[config.mk]
export PLATFORM = sky130hd
export DESIGN_NAME = sdram_bank_state_flat
export DESIGN_NICKNAME = d
export VERILOG_FILES = /design/src/logic/bank_pkg.sv /design/src/logic/sdram_cmd_if.sv /design/src/logic/sdram_bank_state.sv /design/src/flat_wrapper.sv
export VERILOG_INCLUDE_DIRS = /design/src /design/src/logic
export SDC_FILE = /design/constraint.sdc
export NUM_CORES = 1
export LEC_CHECK = 0
export BUFFER_PORTS_ARGS = -buffer_cell sky130_fd_sc_hd__buf_2
export CAP_MARGIN = 20
export CORE_ASPECT_RATIO = 1.25
export CORE_MARGIN = 2
export CORE_UTILIZATION = 50
export DETAILED_ROUTE_END_ITERATION = 7
export PLACE_DENSITY = 0.68
export SLEW_MARGIN = 5
export SYNTH_ARGS = -nofsm -noshare
export SYNTH_HDL_FRONTEND = slang
export SYNTH_SLANG_ARGS = --single-unit
[constraint.sdc]
create_clock -name clk -period 8.2 [get_ports clk]
set_clock_uncertainty 0.2 [all_clocks]
set_input_delay 0 -clock clk [delete_from_list [all_inputs] [get_ports clk]]
set_output_delay 0 -clock clk [all_outputs]
set_load 0.05 [all_outputs]
[src/logic/bank_consts.svh]
// Timing counts and the reset mode-register address for the bank state tracker.
// Assumes a 125 MHz clock; times are in ns and cycles derive from them.
`ifndef BANK_CONSTS_SVH
`define BANK_CONSTS_SVH
`define NUM_BANKS        8
`define CLK_PERIOD_NS    8
`define T_RP_NS          18
`define T_RCD_NS         18
`define T_RFCPB_NS       60
`define T_RFCAB_NS       130
`define T_MRR_NS         16
`define T_MRW_NS         40
`define T_RRD_NS         10
`define T_XP_NS          8
`define T_BURST_NS       32
`define RP_CYC    ((`T_RP_NS + `CLK_PERIOD_NS - 1) / `CLK_PERIOD_NS)
`define RCD_CYC   ((`T_RCD_NS + `CLK_PERIOD_NS - 1) / `CLK_PERIOD_NS)
`define RFCPB_CYC ((`T_RFCPB_NS + `CLK_PERIOD_NS - 1) / `CLK_PERIOD_NS)
`define RFCAB_CYC ((`T_RFCAB_NS + `CLK_PERIOD_NS - 1) / `CLK_PERIOD_NS)
`define MRR_CYC   ((`T_MRR_NS + `CLK_PERIOD_NS - 1) / `CLK_PERIOD_NS)
`define MRW_CYC   ((`T_MRW_NS + `CLK_PERIOD_NS - 1) / `CLK_PERIOD_NS)
`define RRD_CYC   ((`T_RRD_NS + `CLK_PERIOD_NS - 1) / `CLK_PERIOD_NS)
`define XP_CYC    ((`T_XP_NS + `CLK_PERIOD_NS - 1) / `CLK_PERIOD_NS)
`define BURST_CYC ((`T_BURST_NS + `CLK_PERIOD_NS - 1) / `CLK_PERIOD_NS)
`define RESET_MR_ADDR    8'h3F
`endif

[src/logic/bank_pkg.sv]
// Types shared by the controller end and the memory end.
// Assumes bank_consts.svh is on the include path.
`include "bank_consts.svh"
package bank_pkg;
   typedef enum logic [3:0] {
      CMD_NOP, CMD_ACT, CMD_RD, CMD_WR, CMD_PRE, CMD_PREA, CMD_REFPB,
      CMD_REFAB, CMD_MRR, CMD_MRW, CMD_BST
   } cmd_t;
   typedef enum logic [3:0] {
      BK_IDLE, BK_ACTIVATING, BK_ACTIVE, BK_READING, BK_WRITING,
      BK_RD_AP, BK_WR_AP, BK_PRECHARGING, BK_REFRESHING
   } bank_state_t;
   typedef enum logic [2:0] {
      DEV_NORMAL, DEV_REFRESH_ALL, DEV_MR_READ, DEV_MR_WRITE,
      DEV_PRECHARGE_ALL, DEV_RESETTING, DEV_RESET_MR_READ
   } dev_state_t;
   typedef logic [2:0] bank_t;
   typedef logic [7:0] cnt_t;
   typedef logic [7:0] mr_addr_t;
endpackage

[src/logic/sdram_cmd_if.sv]
// Command link between a memory controller and the bank state tracker.
// Both ends share clk; the testbench drives clk and rst.
interface sdram_cmd_if (input wire logic clk);
   logic                cke;
   bank_pkg::cmd_t      cmd;
   bank_pkg::bank_t     bank;
   logic                auto_precharge;
   bank_pkg::mr_addr_t  mr_addr;
   modport controller (output cke, cmd, bank, auto_precharge, mr_addr);
   modport device (input cke, cmd, bank, auto_precharge, mr_addr);
endinterface

[src/logic/sdram_bank_state.sv]
// Memory end: per-bank state and timers plus a device-wide state.
// Assumes the controller keeps its own command-spacing duties.
// Functional notes
// - Commands act only with clock enable high twice
// - Idle only after precharge period elapses
// - Active after activate delay, no burst
// - Read or write state until burst ends
// - Busy bank gets only no-operation commands
// - Precharge starts precharging, idle after period
// - Activate starts activating, active after delay
// - Auto-precharge burst busy until precharge completes
// - Device-wide busy states take only no-ops
// - Refreshes return banks idle after cycle time
// - Mode read restores prior state after time
// - Mode write busy, then idle after time
// - Per-bank refresh only to idle bank
// - Refresh-all and mode write need all banks idle
// - Reset comes as a mode write
// - Precharge-all needs every bank precharge-ready
// - Auto-precharge burst bank gets no-ops only
// - Write after read needs finish or stop
// - Read after write needs finish or stop
// - Burst stop ends most recent burst
// - Precharge on idle bank still waits
// - Mode read lets pending bank transitions resolve
// - Activates to different banks spaced apart
module sdram_bank_state (
   input  wire logic                clk,
   input  wire logic                rst,
   sdram_cmd_if.device              link,
   output      bank_pkg::bank_state_t bank_state [`NUM_BANKS],
   output      bank_pkg::dev_state_t  dev_state,
   output      logic                all_idle,
   output      logic                burst_active,
   output      logic                cmd_taken
);
   typedef struct packed {
      bank_pkg::bank_state_t [`NUM_BANKS-1:0] st;
      bank_pkg::cnt_t        [`NUM_BANKS-1:0] cnt;
      bank_pkg::dev_state_t                   dev;
      bank_pkg::cnt_t                         dev_cnt;
      logic                                   cke_prev;
      logic                                   burst_on;
      bank_pkg::bank_t                        burst_bank;
      bank_pkg::cnt_t                         burst_cnt;
      bank_pkg::dev_state_t                   mr_ret;
      logic                                   taken;
   } state_t;

   state_t cur_ff;
   state_t nxt_cur;

   function automatic logic is_idle(input state_t s);
      logic r;
      r = 1'b1;
      for (int i = 0; i < `NUM_BANKS; i++) begin
         if (s.st[i] != bank_pkg::BK_IDLE) begin
            r = 1'b0;
         end
      end
      return r;
   endfunction

   always_comb begin
      logic                 go;
      int unsigned          b;
      nxt_cur = cur_ff;
      go = cur_ff.cke_prev && link.cke;
      b = 32'(link.bank);
      nxt_cur.cke_prev = link.cke;
      nxt_cur.taken = 1'b0;
      // Per-bank timers; precharge-type waits end in idle.
      for (int i = 0; i < `NUM_BANKS; i++) begin
         if (cur_ff.cnt[i] > 8'h00) begin
            nxt_cur.cnt[i] = cur_ff.cnt[i] - 8'h01;
         end
         if (cur_ff.cnt[i] == 8'h01) begin
            case (cur_ff.st[i])
               bank_pkg::BK_ACTIVATING:  nxt_cur.st[i] = bank_pkg::BK_ACTIVE;
               bank_pkg::BK_PRECHARGING,
               bank_pkg::BK_RD_AP,
               bank_pkg::BK_WR_AP,
               bank_pkg::BK_REFRESHING:  nxt_cur.st[i] = bank_pkg::BK_IDLE;
               default:                  nxt_cur.st[i] = cur_ff.st[i];
            endcase
         end
      end
      // Burst length timer ends a non-auto-precharge burst.
      if (cur_ff.burst_on) begin
         nxt_cur.burst_cnt = cur_ff.burst_cnt - 8'h01;
         if (cur_ff.burst_cnt == 8'h01) begin
            nxt_cur.burst_on = 1'b0;
            if (cur_ff.st[cur_ff.burst_bank] == bank_pkg::BK_READING ||
                cur_ff.st[cur_ff.burst_bank] == bank_pkg::BK_WRITING) begin
               nxt_cur.st[cur_ff.burst_bank] = bank_pkg::BK_ACTIVE;
            end
         end
      end
      // Device-wide timer; bank timers keep running during a mode read.
      if (cur_ff.dev_cnt > 8'h00) begin
         nxt_cur.dev_cnt = cur_ff.dev_cnt - 8'h01;
         if (cur_ff.dev_cnt == 8'h01) begin
            nxt_cur.dev = cur_ff.mr_ret;
         end
      end
      if (go && cur_ff.dev_cnt == 8'h00 && link.cmd != bank_pkg::CMD_NOP) begin
         nxt_cur.taken = 1'b1;
         // Any command but a mode read ends auto-initialization.
         if (cur_ff.dev == bank_pkg::DEV_RESETTING) begin
            nxt_cur.dev = bank_pkg::DEV_NORMAL;
         end
         case (link.cmd)
            bank_pkg::CMD_ACT: begin
               nxt_cur.st[b] = bank_pkg::BK_ACTIVATING;
               nxt_cur.cnt[b] = 8'(`RCD_CYC);
            end
            bank_pkg::CMD_RD, bank_pkg::CMD_WR: begin
               if (link.auto_precharge) begin
                  nxt_cur.st[b] = (link.cmd == bank_pkg::CMD_RD) ?
                     bank_pkg::BK_RD_AP : bank_pkg::BK_WR_AP;
                  nxt_cur.cnt[b] = 8'(`BURST_CYC + `RP_CYC);
               end else begin
                  nxt_cur.st[b] = (link.cmd == bank_pkg::CMD_RD) ?
                     bank_pkg::BK_READING : bank_pkg::BK_WRITING;
               end
               // A new burst replaces the previous one.
               if (cur_ff.burst_on && cur_ff.burst_bank != link.bank &&
                   (cur_ff.st[cur_ff.burst_bank] == bank_pkg::BK_READING ||
                    cur_ff.st[cur_ff.burst_bank] == bank_pkg::BK_WRITING)) begin
                  nxt_cur.st[cur_ff.burst_bank] = bank_pkg::BK_ACTIVE;
               end
               nxt_cur.burst_on = 1'b1;
               nxt_cur.burst_bank = link.bank;
               nxt_cur.burst_cnt = 8'(`BURST_CYC);
            end
            bank_pkg::CMD_BST: begin
               if (cur_ff.burst_on) begin
                  nxt_cur.burst_on = 1'b0;
                  if (cur_ff.st[cur_ff.burst_bank] == bank_pkg::BK_READING ||
                      cur_ff.st[cur_ff.burst_bank] == bank_pkg::BK_WRITING) begin
                     nxt_cur.st[cur_ff.burst_bank] = bank_pkg::BK_ACTIVE;
                  end
               end
            end
            bank_pkg::CMD_PRE: begin
               nxt_cur.st[b] = bank_pkg::BK_PRECHARGING;
               nxt_cur.cnt[b] = 8'(`RP_CYC);
            end
            bank_pkg::CMD_PREA: begin
               for (int i = 0; i < `NUM_BANKS; i++) begin
                  nxt_cur.st[i] = bank_pkg::BK_PRECHARGING;
                  nxt_cur.cnt[i] = 8'(`RP_CYC);
               end
               nxt_cur.dev = bank_pkg::DEV_PRECHARGE_ALL;
               nxt_cur.dev_cnt = 8'(`RP_CYC);
               nxt_cur.mr_ret = bank_pkg::DEV_NORMAL;
            end
            bank_pkg::CMD_REFPB: begin
               nxt_cur.st[b] = bank_pkg::BK_REFRESHING;
               nxt_cur.cnt[b] = 8'(`RFCPB_CYC);
            end
            bank_pkg::CMD_REFAB: begin
               for (int i = 0; i < `NUM_BANKS; i++) begin
                  nxt_cur.st[i] = bank_pkg::BK_REFRESHING;
                  nxt_cur.cnt[i] = 8'(`RFCAB_CYC);
               end
               nxt_cur.dev = bank_pkg::DEV_REFRESH_ALL;
               nxt_cur.dev_cnt = 8'(`RFCAB_CYC);
               nxt_cur.mr_ret = bank_pkg::DEV_NORMAL;
            end
            bank_pkg::CMD_MRR: begin
               if (cur_ff.dev == bank_pkg::DEV_RESETTING) begin
                  nxt_cur.dev = bank_pkg::DEV_RESET_MR_READ;
               end else begin
                  nxt_cur.dev = bank_pkg::DEV_MR_READ;
               end
               nxt_cur.dev_cnt = 8'(`MRR_CYC);
               nxt_cur.mr_ret = cur_ff.dev;
            end
            bank_pkg::CMD_MRW: begin
               nxt_cur.dev = bank_pkg::DEV_MR_WRITE;
               nxt_cur.dev_cnt = 8'(`MRW_CYC);
               nxt_cur.mr_ret = (link.mr_addr == `RESET_MR_ADDR) ?
                  bank_pkg::DEV_RESETTING : bank_pkg::DEV_NORMAL;
            end
            default: nxt_cur.taken = 1'b0;
         endcase
      end
   end

   always_ff @(posedge clk) begin
      if (rst) begin
         cur_ff <= '0;
      end else begin
         cur_ff <= nxt_cur;
      end
   end

   generate
      for (genvar g = 0; g < `NUM_BANKS; g++) begin : g_out
         assign bank_state[g] = cur_ff.st[g];
      end
   endgenerate
   assign dev_state    = cur_ff.dev;
   assign all_idle     = is_idle(cur_ff) && !cur_ff.burst_on;
   assign burst_active = cur_ff.burst_on;
   assign cmd_taken    = cur_ff.taken;
endmodule

[src/flat_wrapper.sv]
// flat-port wrapper written by rule: the top's interface ports become plain ports
module sdram_bank_state_flat 
  (clk, rst, bank_state, dev_state, all_idle, burst_active, cmd_taken, link_cke, link_cmd, link_bank, link_auto_precharge, link_mr_addr);
  sdram_cmd_if link_i (.clk(clk));
  input  wire logic clk;
  input  wire logic rst;
  output      bank_pkg::bank_state_t bank_state[`NUM_BANKS];
  output      bank_pkg::dev_state_t dev_state;
  output      logic all_idle;
  output      logic burst_active;
  output      logic cmd_taken;
  input wire logic [$bits(link_i.cke)-1:0] link_cke;
  input wire logic [$bits(link_i.cmd)-1:0] link_cmd;
  input wire logic [$bits(link_i.bank)-1:0] link_bank;
  input wire logic [$bits(link_i.auto_precharge)-1:0] link_auto_precharge;
  input wire logic [$bits(link_i.mr_addr)-1:0] link_mr_addr;
  assign link_i.cke = link_cke;
  assign link_i.cmd = link_cmd;
  assign link_i.bank = link_bank;
  assign link_i.auto_precharge = link_auto_precharge;
  assign link_i.mr_addr = link_mr_addr;
  sdram_bank_state u_core (.clk(clk), .rst(rst), .link(link_i), .bank_state(bank_state), .dev_state(dev_state), .all_idle(all_idle), .burst_active(burst_active), .cmd_taken(cmd_taken));
endmodule
After elaboration in Yosys (flattened, before gate mapping) --
Cells that the tools add are included.
Word-level totals: output and inout port bits 38, flip-flop bits (word level) 124, bits of input ports 19
Cells by class: bitwise gates (word level) 26, add/sub/neg operators 10, eq/ne operators 65, order comparisons 13, muxes and demuxes 72, reductions and logical operators 36
Operator list (count):
- case mux 64 bit (5 select lines) | 1
- two-way mux 32 bit | 9
- case mux 32 bit (7 select lines) | 1
- bitwise AND 24 bit | 5
- equality test 4 x 3 -> 1 bit (second input constant) | 29
- two-way mux 107 bit | 1
- equality test 8 x 1 -> 1 bit (second input constant) | 10
- two-way mux 8 bit | 10
- subtractor 8 x 1 -> 8 bit (second input constant) | 10
- greater-than comparator 8 x 1 -> 1 bit (second input constant) | 9
- NOT 24 bit | 3
- bitwise mux 32 bit | 2
- two-way mux 64 bit | 1
- case mux 4 bit (2 select lines) | 8
- bitwise AND 56 bit | 1
- NOT 56 bit | 1
- bitwise AND 48 bit | 1
- NOT 48 bit | 1
- bitwise OR 24 bit | 2
- bitwise OR 8 bit | 6
- equality test 4 bit (second input constant) | 11
- two-way mux 4 bit | 11
- case mux 11 bit (4 select lines) | 1
- bitwise AND 40 bit | 1
- other kinds (32) | 87

Longest topological paths before layout --
Gate-level depths: netlist (run 1).
depth in word-level cells 17, mapped depth 11, gate-level depth less buffers 8

Worst setup path before layout (run 1) --
No wires, ideal clock.
path kind register -> register, start point register u_core.cur_ff[13] in the netlist's numbering, end point register u_core.cur_ff (netlist bit u_core.bank_state[28]), setup slack 5.394 ns, arrival time 2.483 ns, required time 7.876 ns, buffers on the path 3, period minus slack after synthesis 2.806 ns, stages on the path, launching flop included 11, path through dfxtp_1 buf_6 mux4_2 mux2_2 or3_4 a21oi_1 buf_2 buf_2 a32oi_1 o221ai_1 a21oi_1
Between the ends: word-level cells in the longest chain between the ends 17, elaborated cells between the ends (all ways) 33, those cells by class order compare (2); eq/ne (3); mux (17); bitwise (7); reduce/logical (4)
RTL lines:
- from (decl) | RTL line sdram_bank_state.sv:50 | state_t cur_ff;
- from (signal assigned) | RTL line sdram_bank_state.sv:195 | cur_ff <= nxt_cur;
- < comparator 3 x 4 -> 1 bit (not written as such) / greater-or-equal comparator 3 x 1 -> 1 bit (equally long branches) | RTL line sdram_bank_state.sv:95, sdram_bank_state.sv:130, sdram_bank_state.sv:141
- logical AND 1 bit (not written as such) | RTL line sdram_bank_state.sv:95, sdram_bank_state.sv:130, sdram_bank_state.sv:141
- two-way mux 4 bit (not written as such) | RTL line sdram_bank_state.sv:95, sdram_bank_state.sv:130, sdram_bank_state.sv:141
- demux 4 bit (select 3 bit)
- NOT 24 bit (no source line)
- bitwise AND 24 bit (no source line)
- two-way mux 32 bit | RTL line sdram_bank_state.sv:93 | if (cur_ff.st[cur_ff.burst_bank] == bank_pkg::BK_READING ||
- two-way mux 32 bit | RTL line sdram_bank_state.sv:91 | if (cur_ff.burst_cnt == 8'h01) begin
- two-way mux 32 bit | RTL line sdram_bank_state.sv:89 | if (cur_ff.burst_on) begin
- bitwise mux 32 bit, on equally long branches | RTL line sdram_bank_state.sv:123, sdram_bank_state.sv:119
- two-way mux 32 bit | RTL line sdram_bank_state.sv:118 | if (link.auto_precharge) begin
- two-way mux 32 bit | RTL line sdram_bank_state.sv:112 | case (link.cmd)
- two-way mux 32 bit | RTL line sdram_bank_state.sv:106 | if (go && cur_ff.dev_cnt == 8'h00 && link.cmd != bank_pkg::CMD_NOP) begin
- bitwise AND 24 bit (no source line)
- two-way mux 32 bit | RTL line sdram_bank_state.sv:127 | if (cur_ff.burst_on && cur_ff.burst_bank != link.bank &&
- case mux 32 bit (7 select lines) | RTL line sdram_bank_state.sv:112
- two-way mux 107 bit (*) | RTL line sdram_bank_state.sv:106
Every way passes the cells marked *; elsewhere a longest branch is shown, timed or not. The select of a mux whose other input is x is not followed. A chain may end at the register's enable or synchronous reset.

Worst setup path after layout (run 1) --
start point register u_core.cur_ff[13] in the netlist's numbering, end point register u_core.cur_ff (netlist bit u_core.bank_state[2])
Same word-level chain as after synthesis.

==> results of run 1 <==
==> final timing paths <==
path                            depth (start not counted)  slack, ns         startpoint                    to
worst max-delay path                                    7       4.03  u_core.cur_ff[13]  u_core.bank_state[2]
worst min-delay path                                    3       0.16           link_cke     u_core.cur_ff[16]
worst max register to register                          7       4.03  u_core.cur_ff[13]  u_core.bank_state[2]
worst min register to register                          2       0.25   u_core.cur_ff[2]      u_core.cur_ff[2]
==> state kept, by name, indices dropped and copies added, names as in the netlist <==
signal               cells
u_core.bank_state       32
u_core.cur_ff           87
u_core.burst_active      1
u_core.dev_state         3
u_core.cmd_taken         1
==> power breakdown <==
part	internal (W)	total (W)	switching, W
combinational	0.000545	0.00122	0.000680
clock	0.000523	0.000814	0.000291
sequential	0.000744	0.000889	0.000145
total	0.00181	0.00293	0.00112
==> layout make-up <==
class | count | area (um2)
Tap cell | 224 | 280
Multi-Input combinational cell | 935 | 5820
Timing Repair Buffer | 87 | 546
Inverter | 27 | 101
Sequential cell | 124 | 2480
Clock buffer | 21 | 460
Fill cell | 1644 | 7640
Clock inverter | 11 | 166
==> cell usage after synthesis (7+ instances only) <==
cell type,instances,share of area
or3_1,13,0.0091
a31oi_1,16,0.011
nand3_1,22,0.012
or4_1,7,0.0059
ha_1,28,0.039
clkbuf_1,61,0.026
buf_4,36,0.030
a32oi_1,23,0.022
mux2i_1,10,0.011
inv_1,27,0.011
nor3_1,50,0.028
a21oi_1,120,0.067
nand3b_1,15,0.013
or2_2,7,0.0049
nand2_1,93,0.039
nand2b_1,8,0.0056
and2_1,10,0.0070
nor3b_1,8,0.0067
dfxtp_1,124,0.28
nor4_1,14,0.0098
nor4b_1,10,0.0098
buf_2,7,0.0039
o211ai_1,10,0.0084
a211o_1,10,0.0098
xor2_1,24,0.023
xnor2_1,46,0.045
a2111oi_0,10,0.0098
a311oi_1,13,0.013
o22ai_1,12,0.0084
nor2_1,141,0.059
and3_1,7,0.0049
o21ai_0,91,0.051
o31ai_1,10,0.0084
nor2b_1,14,0.0098
a22oi_1,11,0.0092
a211oi_1,9,0.0075
==> cells in the final DEF (no fill, tap or decap), types with 7 or more instances in the layout <==
| cell | count |
|---|---|
| a2111oi_0 | 10 |
| a211o_1 | 10 |
| a211oi_1 | 9 |
| a21oi_1 | 119 |
| a22oi_1 | 11 |
| a311oi_1 | 13 |
| a31oi_1 | 16 |
| a32oi_1 | 23 |
| and2_1 | 10 |
| and3_1 | 7 |
| buf_2 | 56 |
| buf_4 | 18 |
| clkbuf_16 | 17 |
| dfxtp_1 | 124 |
| dlygate4sd3_1 | 13 |
| ha_1 | 28 |
| inv_1 | 27 |
| mux2i_1 | 10 |
| nand2_1 | 93 |
| nand2b_1 | 8 |
| nand3_1 | 22 |
| nand3b_1 | 15 |
| nor2_1 | 141 |
| nor2b_1 | 14 |
| nor3_1 | 50 |
| nor3b_1 | 8 |
| nor4_1 | 14 |
| nor4b_1 | 10 |
| o211ai_1 | 10 |
| o21ai_0 | 91 |
| o22ai_1 | 12 |
| o31ai_1 | 10 |
| or2_2 | 7 |
| or3_1 | 13 |
| or4_1 | 7 |
| xnor2_1 | 46 |
| xor2_1 | 24 |
==> cell families (layout without fill, tap and decap cells) <==
logic type | Yosys count | count (layout)
buffers and inverters | 136 | 146
and+or+nand+nor | 447 | 447
AOI/OAI and AO/OA | 372 | 372
muxes | 18 | 18
DFF | 124 | 124
xor gates and xnor gates | 70 | 70
adders and majority gates | 28 | 28
==> routing by layer <==
metal	track usage	vias up	wire, um
met5	0	-	0
met4	0.223	0	2430
met3	0.0812	171	3420
met2	0.519	651	14100
met1	0.423	4506	12400
li1	-	4338	-
==> metrics by stage <==
step	util	hold WS (ns)	power, W
finish	0.563	0.164	0.00293
global route	0.563	0.200	0.00313
CTS	0.563	0.172	0.00291
detailed placement	0.520	0.0630	0.00209
global placement	0.520	0.0616	0.00207
floorplan	-	-0.0718	0.00184
==> what timing repair did <==
| action | 4_1_cts | 5_1_grt |
|---|---|---|
| resized for setup | 0 | 0 |
| endpoints found under the hold margin | 25 | 0 |
| hold buffers | 13 | 0 |
==> critical path: cells and delay by family, from the launching register on <==
family             cells  cell delay [ns]
DFF                    1             0.89
AOI/OAI and AO/OA      4             1.59
and+or+nand+nor        1             0.44
muxes                  2             0.89
==> impl_metrics.toml, run 1 <==
[final_layout]
nNetsFinal = 1239
layout-area-overhead-vs-synth_pct = 9.90
design_area_mm2 = 0.00986
drive_above_1_share = 0.106
antenna_cells = 0
final_cells = 1429

[grt]
grt_max_degree = 71
grt_pass1_wl_mm = 49.5
antenna_found_initial = 0
grt_pass1_vias = 8943
grt.total_usage = 0.340
grt_overflow_total = 0

[synthesis]
synth-edff-count = 0
syn_avg_cell_area_um2 = 7.51
muxShareOfSynthArea = 0.0287
synthesis.nets = 1242
synth_compound_area_frac = 0.263
synth-simple-area-share = 0.250
ys.warnings.count = 0
synth_top_family_by_area = "compound AO/OA/AOI/OAI gates"
post_synth_xor_area_fraction = 0.0683
synth-async-reset-ratio = 0
synth_adder_area_share = 0.0391
ys_types = 69
ys_seq_area_frac = 0.277
synth_ff_type = "dfxtp_1"
synth_seq_cells = 124
syn-cell-area_mm2 = 0.00897
syn_inst = 1195

[worst_setup_path]
cp_cell_sequence = "mux4_2 > mux2_2 > or3_4 > a211oi_4 > a221oi_1 > o22ai_1 > a21oi_1"
arrival_ns = 4.24
crit_slowest_cell = "a211oi_4"
path_max_fanout = 24
worst-setup-path-type = "flop to flop"
crit_path_end_kind = "flop"
cp_slowest_stage_delay_ns = 0.99
cp.required_ns = 8.27
critPathLaunchType = "flop"

[routing]
finalWirelength_mm = 32.3
viasPerCell = 6.76
drtAntennaViolNets = 0
drc_errors = 0
routedWlPerCell_um = 22.6
dr.pass1.iters = 6
drtIter0Drc = 1242
vias = 9666

[floorplan]
core_area_mm2 = 0.0175
initial_core_util = 0.513
rows = 54
boundaryPins = 57
die_w_um = 124
fp.dieArea_mm2 = 0.0190
die_h_um = 154

[timing]
setup_viol = 0
period_needed_ns = 4.17
drv_slew = 0
max_slew_margin = 0.213
rsz0062_at_grt = "no"
fmaxAchievable_mhz = 240
hold_viol = 0
post-route-period-util = 0.508
worst_slack_ns = 4.03
worst_slew_pin_slew_ns = 1.17
setup_tns_ns = 0

[cts]
clkSinkCount = 124
clock_path_buffers = 2
h-tree-depth = 4
clock_latency_ns = 0.43
cts_made_buffers = 17
cts_tree = "built"
clk_pin_slew_ns = 0.06
cts-root-buf = "clkbuf_16"
postCtsSetupBuffers = 0

[placed_design]
numPortBuffers = 56
hpwl_mm = 22.0
dp.cells = 1384
place_congestion = 0.963
preCtsSetupSlack_ns = 4.17
place_area_mm2 = 0.00910

[power]
pwr_density_cell_mw_per_mm2 = 297
ir_worst_vdd_mv = 0.154
leakage_nw = 3.66

[job]
cap_violations = 0

[status]
outcome = "finished, final reports clean"

[worst_hold_path]
hold_class = "input pin to flop"
(Power assumes the default switching activity.)
==> run 2, diff against run 1 <==
Settings changed: PLACE_DENSITY 0.68 to 0.7.
Clock period 8.2 ns to 3.52 ns, I/O delays scaled along.
==> impl_metrics.toml, run 2 (same netlist as run 1, synthesis figures left out) <==
[status]
outcome = "complete, but fails checks"
violations = "DRC"

[routing]
vias = 9779
wl_met1_mm = 12.4
drc_errors = 40
drtAntennaViolNets = 0
top_layer_used = "met5"
dr.pass1.iters = 8
routedWlPerCell_um = 21.8
viasPerCell = 6.73
finalWirelength_mm = 31.6
wl_met2_mm = 13.6
wl_met3_mm = 3.43
drtIter0Drc = 1603

[worst_setup_path]
arrival_ns = 3.32
worst-setup-path-type = "flop to flop"
crit_path_end_kind = "flop"
r2r_cells = 8
critPathLaunchType = "flop"
rrSetupSlack_ns = 0.32
rr_endpoint = "u_core.cur_ff[1]"
rr_startpoint = "u_core.cur_ff[17]"
path_max_fanout = 7
cp.required_ns = 3.64

[grt]
grt_max_degree = 95
grt_pass1_wl_mm = 49.5
grt_pass1_vias = 9181
grt_overflow_total = 0
antenna_found_initial = 1
grt.total_usage = 0.335

[final_layout]
nNetsFinal = 1264
fill_cells = 1609
antenna_cells = 0
max_flop_register = "u_core.cur_ff"
final_cells = 1454
layout-area-overhead-vs-synth_pct = 12.5
final_cell_mix = "nor2_1 (141), dfxtp_1 (124), a21oi_1 (119)"
multi_input_comb_area_mm2 = 0.00582
drive_above_1_share = 0.122
largest_reg_flops = 87
mostFrequentLayoutCell = "nor2_1"
seq_area_mm2 = 0.00248

[timing]
rsz0062_at_grt = "no"
setup_viol = 0
post-route-period-util = 0.908
hold_viol = 0
fmaxAchievable_mhz = 313
period_needed_ns = 3.20
drv_slew = 0
worst_slew_pin_slew_ns = 0.969
setup_tns_ns = 0
max_slew_margin = 0.349

[worst_hold_path]
worstHoldEndpoint = "u_core.cmd_taken"
min_path_cells = 4
hold_path.startpoint = "link_cmd[1]"
hold_class = "input pin to flop"

[cts]
clock_latency_ns = 0.44
clock_path_buffers = 2
cts-root-buf = "clkbuf_16"
clkSinkCount = 124
h-tree-depth = 4
post_cts_resized = 0
clk_pin_slew_ns = 0.06
cts_tree = "built"
cts_made_buffers = 17

[power]
pwr_density_cell_mw_per_mm2 = 687
leakage_nw = 3.81
p_total_w = 0.00693
ir_worst_vdd_mv = 0.378

[job]
cap_violations = 0

[floorplan]
rows = 54
die_w_um = 124
boundaryPins = 57
fp.dieArea_mm2 = 0.0190
initial_core_util = 0.513
core_area_mm2 = 0.0175
die_h_um = 154

[placed_design]
place_congestion = 1.06
numPortBuffers = 56
hpwl_mm = 21.9
dp.cells = 1405
==> run 2: changes by cell type in the layout (fill, tap and decap cells not counted) <==
cell / previous run / this run
buf_4: 18 / 38
dlygate4sd3_1: 13 / 17
clkinv_4: 1 / 4
clkbuf_8: 2 / 0
buf_12: 0 / 1
bufinv_16: 4 / 5
clkbuf_1: 2 / 1
clkinv_2: 3 / 2
clkinvlp_4: 3 / 2
inv_6: 0 / 1
==> run 2: worst max-delay path by stage <==
stage | startpoint | end | slack, ns | cells past startpoint
floorplan | u_core.cur_ff[13] | u_core.bank_state[28] | 0.71 | 10
global placement | u_core.cur_ff[12] | u_core.bank_state[9] | 0.52 | 8
global route | u_core.cur_ff[17] | u_core.cur_ff[1] | 0.05 | 8
finish | u_core.cur_ff[17] | u_core.cur_ff[1] | 0.32 | 8
detailed placement | u_core.cur_ff[12] | u_core.bank_state[24] | 0.43 | 9
CTS | u_core.cur_ff[12] | u_core.bank_state[24] | 0.41 | 9
==> run 2: report_power, final <==
part           switching [W]  total (W)  leakage [nW]  internal (W)
clock               0.000703    0.00196         0.310       0.00126
combinational        0.00160    0.00290          2.49       0.00130
sequential          0.000342    0.00207          1.01       0.00173
total                0.00265    0.00693          3.81       0.00429
==> run 2: routing by layer <==
metal / GRT usage / vias to the layer above
met1: 0.415 / 4527
met3: 0.106 / 198
met2: 0.496 / 660
met5: 0 / -
met4: 0.217 / 2
li1: - / 4392
==> run 2: per-stage QoR <==
stage	instance area [um2]	hold slack [ns]	utilization	worst slack, ns
2_1_floorplan	8970	-0.0718	-	0.714
4_1_cts	10100	0.00733	0.577	0.412
5_1_grt	10100	0.0508	0.577	0.0518
3_5_place_dp	9270	0.0711	0.530	0.433
6_report	10100	0.0184	0.577	0.323
3_3_place_gp	9270	0.0611	0.530	0.518
==> run 2: layout make-up <==
type                            instances  share of cell area
Multi-Input combinational cell        935               0.577
Timing Repair Buffer                  112              0.0749
Tap cell                              224              0.0278
Clock inverter                         14              0.0217
Sequential cell                       124               0.246
Inverter                               27              0.0100
Clock buffer                           18              0.0425
==> run 2: worst max-delay path, stage by stage (launching register included) <==
cell	delay [ns]
dfxtp_1	0.35
inv_1	0.09
ha_1	0.26
nand3_1	0.21
nor2_1	0.58
o21ai_0	0.47
a211oi_1	0.29
nor3_1	0.06
dlygate4sd3_1	0.57
==> run 2: repair_timing <==
action                                 in CTS  in global routing
setup endpoints to repair                   0                  0
endpoints found under the hold margin      59                  0
hold buffers                               17                  0
buffers inserted                            0                  0
